===== src/include/irm_pkg.sv =====
package irm_pkg;

  // ==========================================================================
  // Register map
  // ==========================================================================
  localparam int ADDR_W = 8;
  localparam int DATA_W = 16;
  localparam logic [7:0] OFS_CLOCK_CONTROL = 8'h00;
  localparam logic [7:0] OFS_COUNTER_CONTROL = 8'h04;
  localparam logic [7:0] OFS_DATA_COUNTER_VALUE = 8'h08;
  localparam logic [7:0] OFS_ACTIVE_PULSE_LENGTH = 8'h0c;
  localparam logic [7:0] OFS_DATA_CYCLE_LENGTH = 8'h10;
  localparam logic [7:0] OFS_STATUS_AND_FLAGS = 8'h14;
  localparam logic [7:0] OFS_INTERRUPT_ENABLES = 8'h18;
  localparam logic [7:0] OFS_CARRIER_WAVEFORM = 8'h1c;
  localparam logic [7:0] OFS_CARRIER_MOD_CONTROL = 8'h20;

  // ==========================================================================
  // Field positions
  // ==========================================================================
  localparam int CLK_DEBUG_RUN = 8;
  localparam int CLK_DIV_LSB = 4;
  localparam int CLK_SRC_LSB = 0;
  localparam int CTL_COUNTER_RESET = 9;
  localparam int CTL_COUNTER_RUN = 8;
  localparam int CTL_OUTPUT_INVERT = 4;
  localparam int CTL_BUFFER_ENABLE = 3;
  localparam int CTL_COUNTER_MODE = 2;
  localparam int CTL_SOFTWARE_RESET = 1;
  localparam int CTL_MODULE_ENABLE = 0;
  localparam int STS_COUNTER_RUNNING = 10;
  localparam int STS_CYCLE_BUSY = 9;
  localparam int STS_ACTIVE_BUSY = 8;
  localparam int STS_CYCLE_FLAG = 1;
  localparam int STS_ACTIVE_FLAG = 0;
  localparam int CARR_DUTY_LSB = 8;
  localparam int CARR_PERIOD_LSB = 0;
  localparam int CCTL_MOD_ENABLE = 0;

  // ==========================================================================
  // Reset values and clock codes
  // ==========================================================================
  localparam logic [15:0] RST_LENGTH = 16'h0000;
  localparam logic [7:0] RST_CARRIER = 8'h00;
  localparam logic [3:0] RST_DIVIDER = 4'h0;
  localparam logic [3:0] DIV_LOW_XTAL_NONE = 4'hf;
  localparam logic [3:0] DIV_LOW_XTAL_MAX = 4'h8;

  typedef enum logic [1:0] {
    IRM_SRC_INTERNAL = 2'h0,
    IRM_SRC_LOW_XTAL = 2'h1,
    IRM_SRC_HIGH_OSC = 2'h2,
    IRM_SRC_EXTERNAL = 2'h3
  } irm_src_type;

  typedef struct packed {
    logic output_invert;
    logic buffer_enable;
    logic counter_mode;
    logic module_enable;
  } irm_ctl_type;

endpackage


===== src/hw/irm_clk_div.sv =====
`timescale 1ns/1ps
module irm_clk_div (
  input wire logic sys_clk,
  input wire logic srst,
  input wire logic [3:0] src_pins,
  input wire irm_pkg::irm_src_type clock_source_select,
  input wire logic [3:0] clock_divider,
  input wire logic gate_on,
  output logic tick
);

  // ==========================================================================
  // Source synchronisers
  // ==========================================================================
  logic [3:0] sync1_ff;
  logic [3:0] sync2_ff;
  logic [3:0] sync3_ff;
  logic [14:0] cnt_ff;
  logic [14:0] mask;
  logic src_edge;

  genvar g;
  generate
    for (g = 0; g < 4; g++) begin : g_sync
      always_ff @(posedge sys_clk) begin
        if (srst) begin
          sync1_ff[g] <= 1'b0;
          sync2_ff[g] <= 1'b0;
          sync3_ff[g] <= 1'b0;
        end else begin
          sync1_ff[g] <= src_pins[g];
          sync2_ff[g] <= sync1_ff[g];
          sync3_ff[g] <= sync2_ff[g];
        end
      end
    end
  endgenerate

  // ==========================================================================
  // Division ratio
  // ==========================================================================
  function automatic logic [14:0] div_mask(input irm_pkg::irm_src_type src,
                                           input logic [3:0] div);
    logic [15:0] full;
    full = (16'h0001 << div) - 16'h0001;
    case (src)
      irm_pkg::IRM_SRC_EXTERNAL: div_mask = 15'h0000;
      irm_pkg::IRM_SRC_LOW_XTAL: begin
        if (div == irm_pkg::DIV_LOW_XTAL_NONE) begin
          div_mask = 15'h0000;
        end else if (div > irm_pkg::DIV_LOW_XTAL_MAX) begin
          div_mask = 15'h00ff;
        end else begin
          div_mask = full[14:0];
        end
      end
      default: div_mask = full[14:0];
    endcase
  endfunction

  assign mask = div_mask(clock_source_select, clock_divider);
  assign src_edge = sync2_ff[clock_source_select] & ~sync3_ff[clock_source_select];

  // A stopped gate also parks the divider so the first tick after enable is a full period.
  always_ff @(posedge sys_clk) begin
    if (srst || !gate_on) begin
      cnt_ff <= 15'h0000;
    end else if (src_edge) begin
      cnt_ff <= cnt_ff + 15'h0001;
    end
  end

  always_ff @(posedge sys_clk) begin
    if (srst) begin
      tick <= 1'b0;
    end else begin
      tick <= gate_on && src_edge && ((cnt_ff & mask) == mask);
    end
  end

endmodule


===== src/hw/irm_top.sv =====
// Local design decisions: strobed register access and the placing of the registers.
`timescale 1ns/1ps
//
// Behaviour
// - Debug-run keeps operating clock during debug halt
// - Two-bit select picks one of four sources
// - Divider is power of two per source
// - Counter reset clears both counters, self-clears
// - Run bit starts, stops; one-shot end clears
// - Invert bit flips output polarity
// - Buffer enable selects buffered or direct compare
// - Counter mode selects one-shot or repeat
// - Software reset clears counters, flags, run, counter reset; busy status kept
// - Module enable gates the operating clock
// - Data counter value is readable
// - Data active from zero through active length
// - Length writes accepted only while enabled
// - Data cycle wraps after cycle length
// - Running status shows counter activity
// - Busy flags block writes until transferred
// - Match flags sticky, write one clears
// - Two enables gate the two interrupts
// - Carrier high through duty, wraps at period
// - Output is carrier AND data before inversion
// - Buffered lengths load at cycle match
// - Interrupt only for enabled set flag
// - Modulation enable selects carrier or bare data
module irm_top (
  input wire logic sys_clk,
  input wire logic srst,
  input wire logic [7:0] reg_addr,
  input wire logic [15:0] reg_wdata,
  input wire logic reg_wr,
  input wire logic reg_rd,
  output logic [15:0] reg_rdata,
  input wire logic [3:0] clk_src_pins,
  input wire logic debug_halt,
  output logic remote_output,
  output logic irq
);

  // ==========================================================================
  // Registers
  // ==========================================================================
  logic debug_run_ff;
  logic [3:0] clock_divider_ff;
  irm_pkg::irm_src_type clock_source_select_ff;
  irm_pkg::irm_ctl_type ctl_ff;
  logic counter_reset_ff;
  logic counter_run_ff;
  logic software_reset_ff;
  logic [15:0] active_length_ff;
  logic [15:0] cycle_length_ff;
  logic [15:0] active_buf_ff;
  logic [15:0] cycle_buf_ff;
  logic active_busy_ff;
  logic cycle_busy_ff;
  logic active_flag_ff;
  logic cycle_flag_ff;
  logic active_ie_ff;
  logic cycle_ie_ff;
  logic [7:0] carrier_duty_ff;
  logic [7:0] carrier_period_ff;
  logic carrier_mod_enable_ff;
  logic [15:0] data_counter_ff;
  logic [7:0] carrier_counter_ff;
  logic remote_output_ff;
  logic irq_ff;
  logic [15:0] reg_rdata_ff;

  logic tick;
  logic gate_on;
  logic wr_clk;
  logic wr_ctl;
  logic wr_ap;
  logic wr_db;
  logic wr_intf;
  logic ap_accept;
  logic db_accept;
  logic step;
  logic [15:0] cmp_active;
  logic [15:0] cmp_cycle;
  logic ap_match;
  logic db_match;
  logic carrier_level;
  logic data_level;
  logic nxt_remote_output;

  assign wr_clk = reg_wr && (reg_addr == irm_pkg::OFS_CLOCK_CONTROL);
  assign wr_ctl = reg_wr && (reg_addr == irm_pkg::OFS_COUNTER_CONTROL);
  assign wr_ap = reg_wr && (reg_addr == irm_pkg::OFS_ACTIVE_PULSE_LENGTH);
  assign wr_db = reg_wr && (reg_addr == irm_pkg::OFS_DATA_CYCLE_LENGTH);
  assign wr_intf = reg_wr && (reg_addr == irm_pkg::OFS_STATUS_AND_FLAGS);

  // ==========================================================================
  // Operating clock
  // ==========================================================================
  assign gate_on = ctl_ff.module_enable && (debug_run_ff || !debug_halt);

  irm_clk_div u_clk_div (
    .sys_clk(sys_clk),
    .srst(srst),
    .src_pins(clk_src_pins),
    .clock_source_select(clock_source_select_ff),
    .clock_divider(clock_divider_ff),
    .gate_on(gate_on),
    .tick(tick)
  );

  // Clock settings are frozen while enabled so the divider never sees a glitching ratio.
  always_ff @(posedge sys_clk) begin
    if (srst) begin
      debug_run_ff <= 1'b0;
      clock_divider_ff <= irm_pkg::RST_DIVIDER;
      clock_source_select_ff <= irm_pkg::IRM_SRC_INTERNAL;
    end else if (wr_clk && !ctl_ff.module_enable) begin
      debug_run_ff <= reg_wdata[irm_pkg::CLK_DEBUG_RUN];
      clock_divider_ff <= reg_wdata[irm_pkg::CLK_DIV_LSB +: 4];
      clock_source_select_ff <= irm_pkg::irm_src_type'(reg_wdata[irm_pkg::CLK_SRC_LSB +: 2]);
    end
  end

  // ==========================================================================
  // Control bits
  // ==========================================================================
  always_ff @(posedge sys_clk) begin
    if (srst) begin
      ctl_ff <= '0;
    end else if (wr_ctl) begin
      ctl_ff.output_invert <= reg_wdata[irm_pkg::CTL_OUTPUT_INVERT];
      ctl_ff.buffer_enable <= reg_wdata[irm_pkg::CTL_BUFFER_ENABLE];
      ctl_ff.counter_mode <= reg_wdata[irm_pkg::CTL_COUNTER_MODE];
      ctl_ff.module_enable <= reg_wdata[irm_pkg::CTL_MODULE_ENABLE];
    end
  end

  // The software reset acts one cycle after its write and then drops by itself.
  always_ff @(posedge sys_clk) begin
    if (srst) begin
      software_reset_ff <= 1'b0;
    end else begin
      software_reset_ff <= wr_ctl && reg_wdata[irm_pkg::CTL_SOFTWARE_RESET];
    end
  end

  // A counter reset waits for the next operating clock tick, like the counters it clears.
  always_ff @(posedge sys_clk) begin
    if (srst || software_reset_ff) begin
      counter_reset_ff <= 1'b0;
    end else if (wr_ctl && reg_wdata[irm_pkg::CTL_COUNTER_RESET] && ctl_ff.module_enable) begin
      counter_reset_ff <= 1'b1;
    end else if (tick) begin
      counter_reset_ff <= 1'b0;
    end
  end

  always_ff @(posedge sys_clk) begin
    if (srst || software_reset_ff) begin
      counter_run_ff <= 1'b0;
    end else if (wr_ctl) begin
      counter_run_ff <= reg_wdata[irm_pkg::CTL_COUNTER_RUN] && ctl_ff.module_enable;
    end else if (db_match && ctl_ff.counter_mode) begin
      counter_run_ff <= 1'b0;
    end
  end

  // ==========================================================================
  // Length registers and compare buffers
  // ==========================================================================
  assign ap_accept = wr_ap && ctl_ff.module_enable && !active_busy_ff;
  assign db_accept = wr_db && ctl_ff.module_enable && !cycle_busy_ff;

  always_ff @(posedge sys_clk) begin
    if (srst) begin
      active_length_ff <= irm_pkg::RST_LENGTH;
    end else if (ap_accept) begin
      active_length_ff <= reg_wdata;
    end
  end

  always_ff @(posedge sys_clk) begin
    if (srst) begin
      cycle_length_ff <= irm_pkg::RST_LENGTH;
    end else if (db_accept) begin
      cycle_length_ff <= reg_wdata;
    end
  end

  // With buffering off the buffers track the registers, so enabling later starts coherent.
  always_ff @(posedge sys_clk) begin
    if (srst) begin
      active_buf_ff <= irm_pkg::RST_LENGTH;
      cycle_buf_ff <= irm_pkg::RST_LENGTH;
    end else if (!ctl_ff.buffer_enable || db_match) begin
      active_buf_ff <= active_length_ff;
      cycle_buf_ff <= cycle_length_ff;
    end
  end

  always_ff @(posedge sys_clk) begin
    if (srst) begin
      active_busy_ff <= 1'b0;
      cycle_busy_ff <= 1'b0;
    end else begin
      if (ap_accept && ctl_ff.buffer_enable) begin
        active_busy_ff <= 1'b1;
      end else if (db_match || !ctl_ff.buffer_enable) begin
        active_busy_ff <= 1'b0;
      end
      if (db_accept && ctl_ff.buffer_enable) begin
        cycle_busy_ff <= 1'b1;
      end else if (db_match || !ctl_ff.buffer_enable) begin
        cycle_busy_ff <= 1'b0;
      end
    end
  end

  assign cmp_active = ctl_ff.buffer_enable ? active_buf_ff : active_length_ff;
  assign cmp_cycle = ctl_ff.buffer_enable ? cycle_buf_ff : cycle_length_ff;

  // ==========================================================================
  // Counters
  // ==========================================================================
  assign step = tick && counter_run_ff && !counter_reset_ff && !software_reset_ff;
  assign ap_match = step && (data_counter_ff == cmp_active);
  assign db_match = step && (data_counter_ff == cmp_cycle);

  always_ff @(posedge sys_clk) begin
    if (srst || software_reset_ff) begin
      data_counter_ff <= 16'h0000;
    end else if (tick && counter_reset_ff) begin
      data_counter_ff <= 16'h0000;
    end else if (db_match) begin
      data_counter_ff <= 16'h0000;
    end else if (step) begin
      data_counter_ff <= data_counter_ff + 16'h0001;
    end
  end

  always_ff @(posedge sys_clk) begin
    if (srst || software_reset_ff) begin
      carrier_counter_ff <= 8'h00;
    end else if (tick && counter_reset_ff) begin
      carrier_counter_ff <= 8'h00;
    end else if (step && carrier_counter_ff == carrier_period_ff) begin
      carrier_counter_ff <= 8'h00;
    end else if (step) begin
      carrier_counter_ff <= carrier_counter_ff + 8'h01;
    end
  end

  // ==========================================================================
  // Flags and interrupt
  // ==========================================================================
  // A match in the same cycle as a write-one clear keeps the flag set.
  always_ff @(posedge sys_clk) begin
    if (srst || software_reset_ff) begin
      active_flag_ff <= 1'b0;
      cycle_flag_ff <= 1'b0;
    end else begin
      if (ap_match) begin
        active_flag_ff <= 1'b1;
      end else if (wr_intf && reg_wdata[irm_pkg::STS_ACTIVE_FLAG]) begin
        active_flag_ff <= 1'b0;
      end
      if (db_match) begin
        cycle_flag_ff <= 1'b1;
      end else if (wr_intf && reg_wdata[irm_pkg::STS_CYCLE_FLAG]) begin
        cycle_flag_ff <= 1'b0;
      end
    end
  end

  always_ff @(posedge sys_clk) begin
    if (srst) begin
      active_ie_ff <= 1'b0;
      cycle_ie_ff <= 1'b0;
    end else if (reg_wr && reg_addr == irm_pkg::OFS_INTERRUPT_ENABLES) begin
      active_ie_ff <= reg_wdata[irm_pkg::STS_ACTIVE_FLAG];
      cycle_ie_ff <= reg_wdata[irm_pkg::STS_CYCLE_FLAG];
    end
  end

  always_ff @(posedge sys_clk) begin
    if (srst) begin
      irq_ff <= 1'b0;
    end else begin
      irq_ff <= (active_flag_ff && active_ie_ff) || (cycle_flag_ff && cycle_ie_ff);
    end
  end

  // ==========================================================================
  // Carrier settings and output
  // ==========================================================================
  always_ff @(posedge sys_clk) begin
    if (srst) begin
      carrier_duty_ff <= irm_pkg::RST_CARRIER;
      carrier_period_ff <= irm_pkg::RST_CARRIER;
    end else if (reg_wr && reg_addr == irm_pkg::OFS_CARRIER_WAVEFORM) begin
      carrier_duty_ff <= reg_wdata[irm_pkg::CARR_DUTY_LSB +: 8];
      carrier_period_ff <= reg_wdata[irm_pkg::CARR_PERIOD_LSB +: 8];
    end
  end

  always_ff @(posedge sys_clk) begin
    if (srst) begin
      carrier_mod_enable_ff <= 1'b0;
    end else if (reg_wr && reg_addr == irm_pkg::OFS_CARRIER_MOD_CONTROL) begin
      carrier_mod_enable_ff <= reg_wdata[irm_pkg::CCTL_MOD_ENABLE];
    end
  end

  assign carrier_level = (carrier_counter_ff <= carrier_duty_ff);
  assign data_level = (data_counter_ff <= cmp_active);

  // An idle block holds the inactive level, so the LED is dark between transmissions.
  always_comb begin
    nxt_remote_output = 1'b0;
    if (counter_run_ff && ctl_ff.module_enable) begin
      if (carrier_mod_enable_ff) begin
        nxt_remote_output = carrier_level && data_level;
      end else begin
        nxt_remote_output = data_level;
      end
    end
    nxt_remote_output = nxt_remote_output ^ ctl_ff.output_invert;
  end

  always_ff @(posedge sys_clk) begin
    if (srst) begin
      remote_output_ff <= 1'b0;
    end else begin
      remote_output_ff <= nxt_remote_output;
    end
  end

  // ==========================================================================
  // Read port
  // ==========================================================================
  always_ff @(posedge sys_clk) begin
    if (srst || !reg_rd) begin
      reg_rdata_ff <= 16'h0000;
    end else if (reg_addr == irm_pkg::OFS_CLOCK_CONTROL) begin
      reg_rdata_ff <= {7'h00, debug_run_ff, clock_divider_ff, 2'h0, clock_source_select_ff};
    end else if (reg_addr == irm_pkg::OFS_COUNTER_CONTROL) begin
      reg_rdata_ff <= {6'h00, counter_reset_ff, counter_run_ff, 3'h0, ctl_ff.output_invert,
                       ctl_ff.buffer_enable, ctl_ff.counter_mode, software_reset_ff,
                       ctl_ff.module_enable};
    end else if (reg_addr == irm_pkg::OFS_DATA_COUNTER_VALUE) begin
      reg_rdata_ff <= data_counter_ff;
    end else if (reg_addr == irm_pkg::OFS_ACTIVE_PULSE_LENGTH) begin
      reg_rdata_ff <= active_length_ff;
    end else if (reg_addr == irm_pkg::OFS_DATA_CYCLE_LENGTH) begin
      reg_rdata_ff <= cycle_length_ff;
    end else if (reg_addr == irm_pkg::OFS_STATUS_AND_FLAGS) begin
      reg_rdata_ff <= {5'h00, counter_run_ff, cycle_busy_ff, active_busy_ff, 6'h00,
                       cycle_flag_ff, active_flag_ff};
    end else if (reg_addr == irm_pkg::OFS_INTERRUPT_ENABLES) begin
      reg_rdata_ff <= {14'h0000, cycle_ie_ff, active_ie_ff};
    end else if (reg_addr == irm_pkg::OFS_CARRIER_WAVEFORM) begin
      reg_rdata_ff <= {carrier_duty_ff, carrier_period_ff};
    end else if (reg_addr == irm_pkg::OFS_CARRIER_MOD_CONTROL) begin
      reg_rdata_ff <= {15'h0000, carrier_mod_enable_ff};
    end else begin
      reg_rdata_ff <= 16'h0000;
    end
  end

  assign reg_rdata = reg_rdata_ff;
  assign remote_output = remote_output_ff;
  assign irq = irq_ff;

  // ==========================================================================
  // Checks
  // ==========================================================================
  property p_gate_stops_tick;
    @(posedge sys_clk) disable iff (srst)
    !ctl_ff.module_enable |=> !tick;
  endproperty
  a_gate_stops_tick: assert property (p_gate_stops_tick) else $error("tick while disabled");

  property p_debug_halt;
    @(posedge sys_clk) disable iff (srst)
    (debug_halt && !debug_run_ff) [*2] |-> !tick;
  endproperty
  a_debug_halt: assert property (p_debug_halt) else $error("tick during debug halt");

  property p_cycle_wrap;
    @(posedge sys_clk) disable iff (srst)
    db_match |=> (data_counter_ff == 16'h0000) && cycle_flag_ff;
  endproperty
  a_cycle_wrap: assert property (p_cycle_wrap) else $error("data counter did not wrap");

  property p_one_shot_stop;
    @(posedge sys_clk) disable iff (srst)
    (db_match && ctl_ff.counter_mode && !wr_ctl) |=> !counter_run_ff;
  endproperty
  a_one_shot_stop: assert property (p_one_shot_stop) else $error("one-shot kept running");

  property p_carrier_wrap;
    @(posedge sys_clk) disable iff (srst)
    (step && carrier_counter_ff == carrier_period_ff) |=> (carrier_counter_ff == 8'h00);
  endproperty
  a_carrier_wrap: assert property (p_carrier_wrap) else $error("carrier did not wrap");

  property p_soft_reset;
    @(posedge sys_clk) disable iff (srst)
    software_reset_ff |=> (data_counter_ff == 16'h0000) && !counter_run_ff
      && !active_flag_ff && !cycle_flag_ff && !counter_reset_ff;
  endproperty
  a_soft_reset: assert property (p_soft_reset) else $error("software reset incomplete");

  property p_busy_blocks;
    @(posedge sys_clk) disable iff (srst)
    (wr_ap && active_busy_ff) |=> $stable(active_length_ff);
  endproperty
  a_busy_blocks: assert property (p_busy_blocks) else $error("write taken while busy");

  property p_irq_gate;
    @(posedge sys_clk) disable iff (srst)
    ((cycle_flag_ff && cycle_ie_ff) || (active_flag_ff && active_ie_ff)) |=> irq;
  endproperty
  a_irq_gate: assert property (p_irq_gate) else $error("enabled flag raised no irq");

  property p_active_level;
    @(posedge sys_clk) disable iff (srst)
    (counter_run_ff && ctl_ff.module_enable && !carrier_mod_enable_ff && data_level)
      |=> (remote_output != $past(ctl_ff.output_invert));
  endproperty
  a_active_level: assert property (p_active_level) else $error("data not active");

  property p_counter_reset;
    @(posedge sys_clk) disable iff (srst)
    (tick && counter_reset_ff) |=> (data_counter_ff == 16'h0000)
      && (carrier_counter_ff == 8'h00) && !counter_reset_ff;
  endproperty
  a_counter_reset: assert property (p_counter_reset) else $error("counter reset failed");

endmodule


===== config.mk =====
export PLATFORM = sky130hd
export DESIGN_NAME = irm_top
export DESIGN_NICKNAME = d
export VERILOG_FILES = /design/src/include/irm_pkg.sv /design/src/hw/irm_clk_div.sv /design/src/hw/irm_top.sv
export SDC_FILE = /design/constraint.sdc
export NUM_CORES = 1
export LEC_CHECK = 0
export BUFFER_PORTS_ARGS = -buffer_cell sky130_fd_sc_hd__buf_4
export CAP_MARGIN = 5
export CORE_ASPECT_RATIO = 0.6
export CORE_UTILIZATION = 30
export DETAILED_ROUTE_END_ITERATION = 16
export SYNTH_ARGS = -nofsm -noshare
export SYNTH_HDL_FRONTEND = slang
export SYNTH_HIERARCHICAL = 1
export SYNTH_SLANG_ARGS = --single-unit
export TNS_END_PERCENT = 5

===== constraint.sdc =====
create_clock -name sys_clk -period 3.6 [get_ports sys_clk]
set_clock_uncertainty 0.1 [all_clocks]
set_input_delay 0.18 -clock sys_clk [delete_from_list [all_inputs] [get_ports sys_clk]]
set_output_delay 0.18 -clock sys_clk [all_outputs]
set_load 0.1 [all_outputs]

==> reports/metrics.cfg <==
[status]
status=finished, violations left
violations=design-rule violations

[finish]
fillers=3242
area_growth_pct=16.7
drive_above_1_share_pct=11.8
finalNetCount=1264

[synth]
ys.flop_type=dfxtp_1
syn_inst=1166
synth_edf_count=0
synth_seq_cells=171
synth_compound_area_share_pct=12.5
synth_fp_nets=1227
syn-cell-area_sq_um=9500
synth_cell_types=82
muxShareOfSynthArea_pct=8.12
synth_warnings=6
synthArstFlopShare_pct=0
synth_fa_ha_area_share_pct=3.69
yosys.area_share.xor_xnor_pct=4.89
syn_avg_cell_area_sq_um=8.14
ys_seq_area_share_pct=36.0
yosys.area_share.simple_pct=30.0
synth_top_family_by_area=simple AND/OR/NAND/NOR gates

[detailed_routing]
remaining_drc_errors=2
routed_wl_microns=30500
wire_per_inst_microns=18.7
initialDrtViolationCount=931
drtPass1Iterations=13
num_vias=8830
postRouteAntennaNets=0
vias_per_cell=5.41

[global_routing]
grt_pass1_wl_microns=46700
grt_usage_pct=19.1
grt_overflow=0
grt_start_max_net_pins=122
grt_pass1_vias=7802
antenna_found_initial=0

[die]
die_area_sq_um=32400
die_h_microns=140
start_util_pct=30.5
rows=50
dieWidth_microns=232
core_sq_um=31200
io-pin-count=51

[sta]
worstMarginPinSlew_ps=1060
slew_headroom_pct=29.2
maxSlewViolCount=0
setup_violations=0
fmax_ghz=0.340
fin_crit_sh_pct=81.8
setup_total_negative_slack_ps=0
fin_hold_ws_ps=33.3
finalHoldViolations=0
min_period_ps=2940
rsz0062_at_grt=no

[clock_network]
worstSkewPairLatency_ps=460
htreeDepth=4
clk_pin_slew_ps=70
cts_tree=done
clockBufferDepth=2
cts-root-buf=clkbuf_16
cts_setup_buffers=0
cts.sinks=171
cts_buffers=17

[worst_setup_path]
start_kind=flop
required_ps=3850
path_max_fanout=32
worst-endpoint-arrival_ps=3190
timing.rr.start=ctl_ff[2]
path_class=reg2reg
end_kind=flop
crit_start=ctl_ff[2]

[placed_design]
portBuffers=50
dp.final_hpwl_microns=22500
place.gp.congestion=0.929

[pwr]
vdd_ir_drop_max_mv=0.318
leakage_nw=4.09
p_per_area_nw_per_um2=356

[min_path]
hp-start=reg_wr
hold_path_class=in2reg

[job]
max-cap-violations=0

==> critical path: stages, from the launching register on <==
cell and delay [ps]:
dfxtp_4 610, buf_4 350, buf_4 240, mux2i_1 210, ha_1 250, and2_1 170, o21ai_0 70, nand2_1 70
a211oi_1 310, o2111ai_1 150, mux2_2 300
==> synthesized netlist by cell type, types with 3 or more instances <==
| cell | count | share of area, % |
|---|---|---|
| a221oi_1 | 5 | 0.46 |
| xor2_1 | 26 | 2.4 |
| or4_1 | 5 | 0.40 |
| and2_1 | 8 | 0.53 |
| buf_2 | 12 | 0.63 |
| clkbuf_1 | 58 | 2.3 |
| nor2_1 | 127 | 5.0 |
| nor4_1 | 11 | 0.72 |
| buf_4 | 4 | 0.32 |
| nand4_1 | 16 | 1.1 |
| nor3_1 | 10 | 0.53 |
| nor3b_1 | 33 | 2.6 |
| xnor2_1 | 27 | 2.5 |
| mux2_2 | 4 | 0.47 |
| inv_1 | 21 | 0.83 |
| and4_1 | 3 | 0.28 |
| and3_1 | 7 | 0.46 |
| nand2_1 | 159 | 6.3 |
| a21oi_1 | 102 | 5.4 |
| dfxtp_1 | 171 | 36 |
| a21o_1 | 5 | 0.40 |
| buf_1 | 6 | 0.24 |
| ha_1 | 28 | 3.7 |
| nand2b_1 | 14 | 0.92 |
| nor2b_1 | 27 | 1.8 |
| a311oi_1 | 3 | 0.28 |
| a21boi_0 | 3 | 0.24 |
| nand3_1 | 69 | 3.6 |
| a222oi_1 | 9 | 0.95 |
| a22oi_1 | 5 | 0.40 |
| o22ai_1 | 4 | 0.26 |
| o21ai_0 | 22 | 1.2 |
| or4b_1 | 31 | 3.3 |
| buf_6 | 4 | 0.47 |
| mux2i_1 | 68 | 7.2 |
==> layout by cell type, fill, tap and decap left out, types with 4 or more instances in the layout <==
cell           instances
clkbuf_16             17
a222oi_1               9
a21oi_1              102
o21ai_0               22
nand2b_1              14
nand2_1              159
buf_4                 79
ha_1                  28
inv_6                  6
nor2_1               127
nor4_1                11
or4_1                  5
and3_1                 7
a21o_1                 5
nand3_1               67
a221oi_1               5
xor2_1                26
dlygate4sd3_1         22
inv_1                 21
and2_1                 8
nor3b_1               33
nor3_1                10
o22ai_1                4
xnor2_1               27
mux2i_1               68
nand4_1               16
mux2_2                 4
dfxtp_1              170
or4b_1                31
nor2b_1               26
a22oi_1                5
==> cell type report <==
type	instances	area (sq um)	area share [%]
Multi-Input combinational cell	890	5640	50.9
Clock inverter	14	146	1.32
Inverter	21	78.8	0.711
Sequential cell	171	3430	30.9
Antenna cell	1	2.50	0.0226
Tap cell	416	520	4.70
Clock buffer	18	439	3.96
Timing Repair Buffer	102	833	7.52
==> final timing paths <==
check / to / slack (ps) / cells after the start
max: remote_output / 660 / 10
min: carrier_period_ff[2] / 30 / 3
max reg2reg: remote_output / 660 / 10
min reg2reg: u_clk_div/sync2_ff[3] / 340 / 1
==> power by group <==
group / leakage [nW] / switching, mW / internal, mW
clock network: 0.288 / 0.883 / 0.999
registers: 1.38 / 0.00225 / 1.90
logic: 2.42 / 0.106 / 0.0616
==> registers in the layout (all words and copies together), names as in the netlist, 8 cells and up <==
name,count
data_counter_ff,16
active_length_ff,16
active_buf_ff,16
carrier_period_ff,8
u_clk_div/cnt_ff,15
reg_rdata,16
carrier_counter_ff,8
cycle_buf_ff,16
cycle_length_ff,16
carrier_duty_ff,8
==> per-stage QoR <==
| step | utilization [%] | power (mW) | std cells | worst slack [ps] | area, sq um |
|---|---|---|---|---|---|
| 6_report | 35.6 | 3.95 | 1633 | 657 | 11100 |
| 3_3_place_gp | 33.0 | 2.09 | 1578 | 779 | 10300 |
| 4_1_cts | 35.6 | 3.98 | 1632 | 664 | 11100 |
| 3_5_place_dp | 33.0 | 2.09 | 1578 | 677 | 10300 |
| 5_1_grt | 35.6 | 4.08 | 1632 | 504 | 11100 |
| 2_1_floorplan | - | 2.02 | 1166 | 191 | 9500 |
==> routing by layer <==
| layer | part of all wire, % | track usage, % | vias to the layer above |
|---|---|---|---|
| met5 | 0 | 0 | - |
| met4 | 0.89 | 4.26 | 0 |
| met3 | 11 | 7.34 | 21 |
| met2 | 38 | 23.9 | 341 |
| met1 | 50 | 29.4 | 4267 |
| li1 | - | - | 4201 |
==> what timing repair did <==
action | in CTS | in global routing
hold buffers | 22 | 0
resized for setup | 0 | 0
endpoints found under the hold margin | 69 | 0
==> cells by family (layout without fill, tap and decap cells) <==
logic type	after synthesis	after routing
XOR/XNOR	53	53
AO/OA/AOI/OAI	190	190
adder cells (fa/ha/maj)	28	28
other	0	1
multiplexers	74	74
buffers and inverters	105	155
flip-flops	171	171
AND/OR/NAND/NOR	545	545
Power figures use the tool's default switching activity.
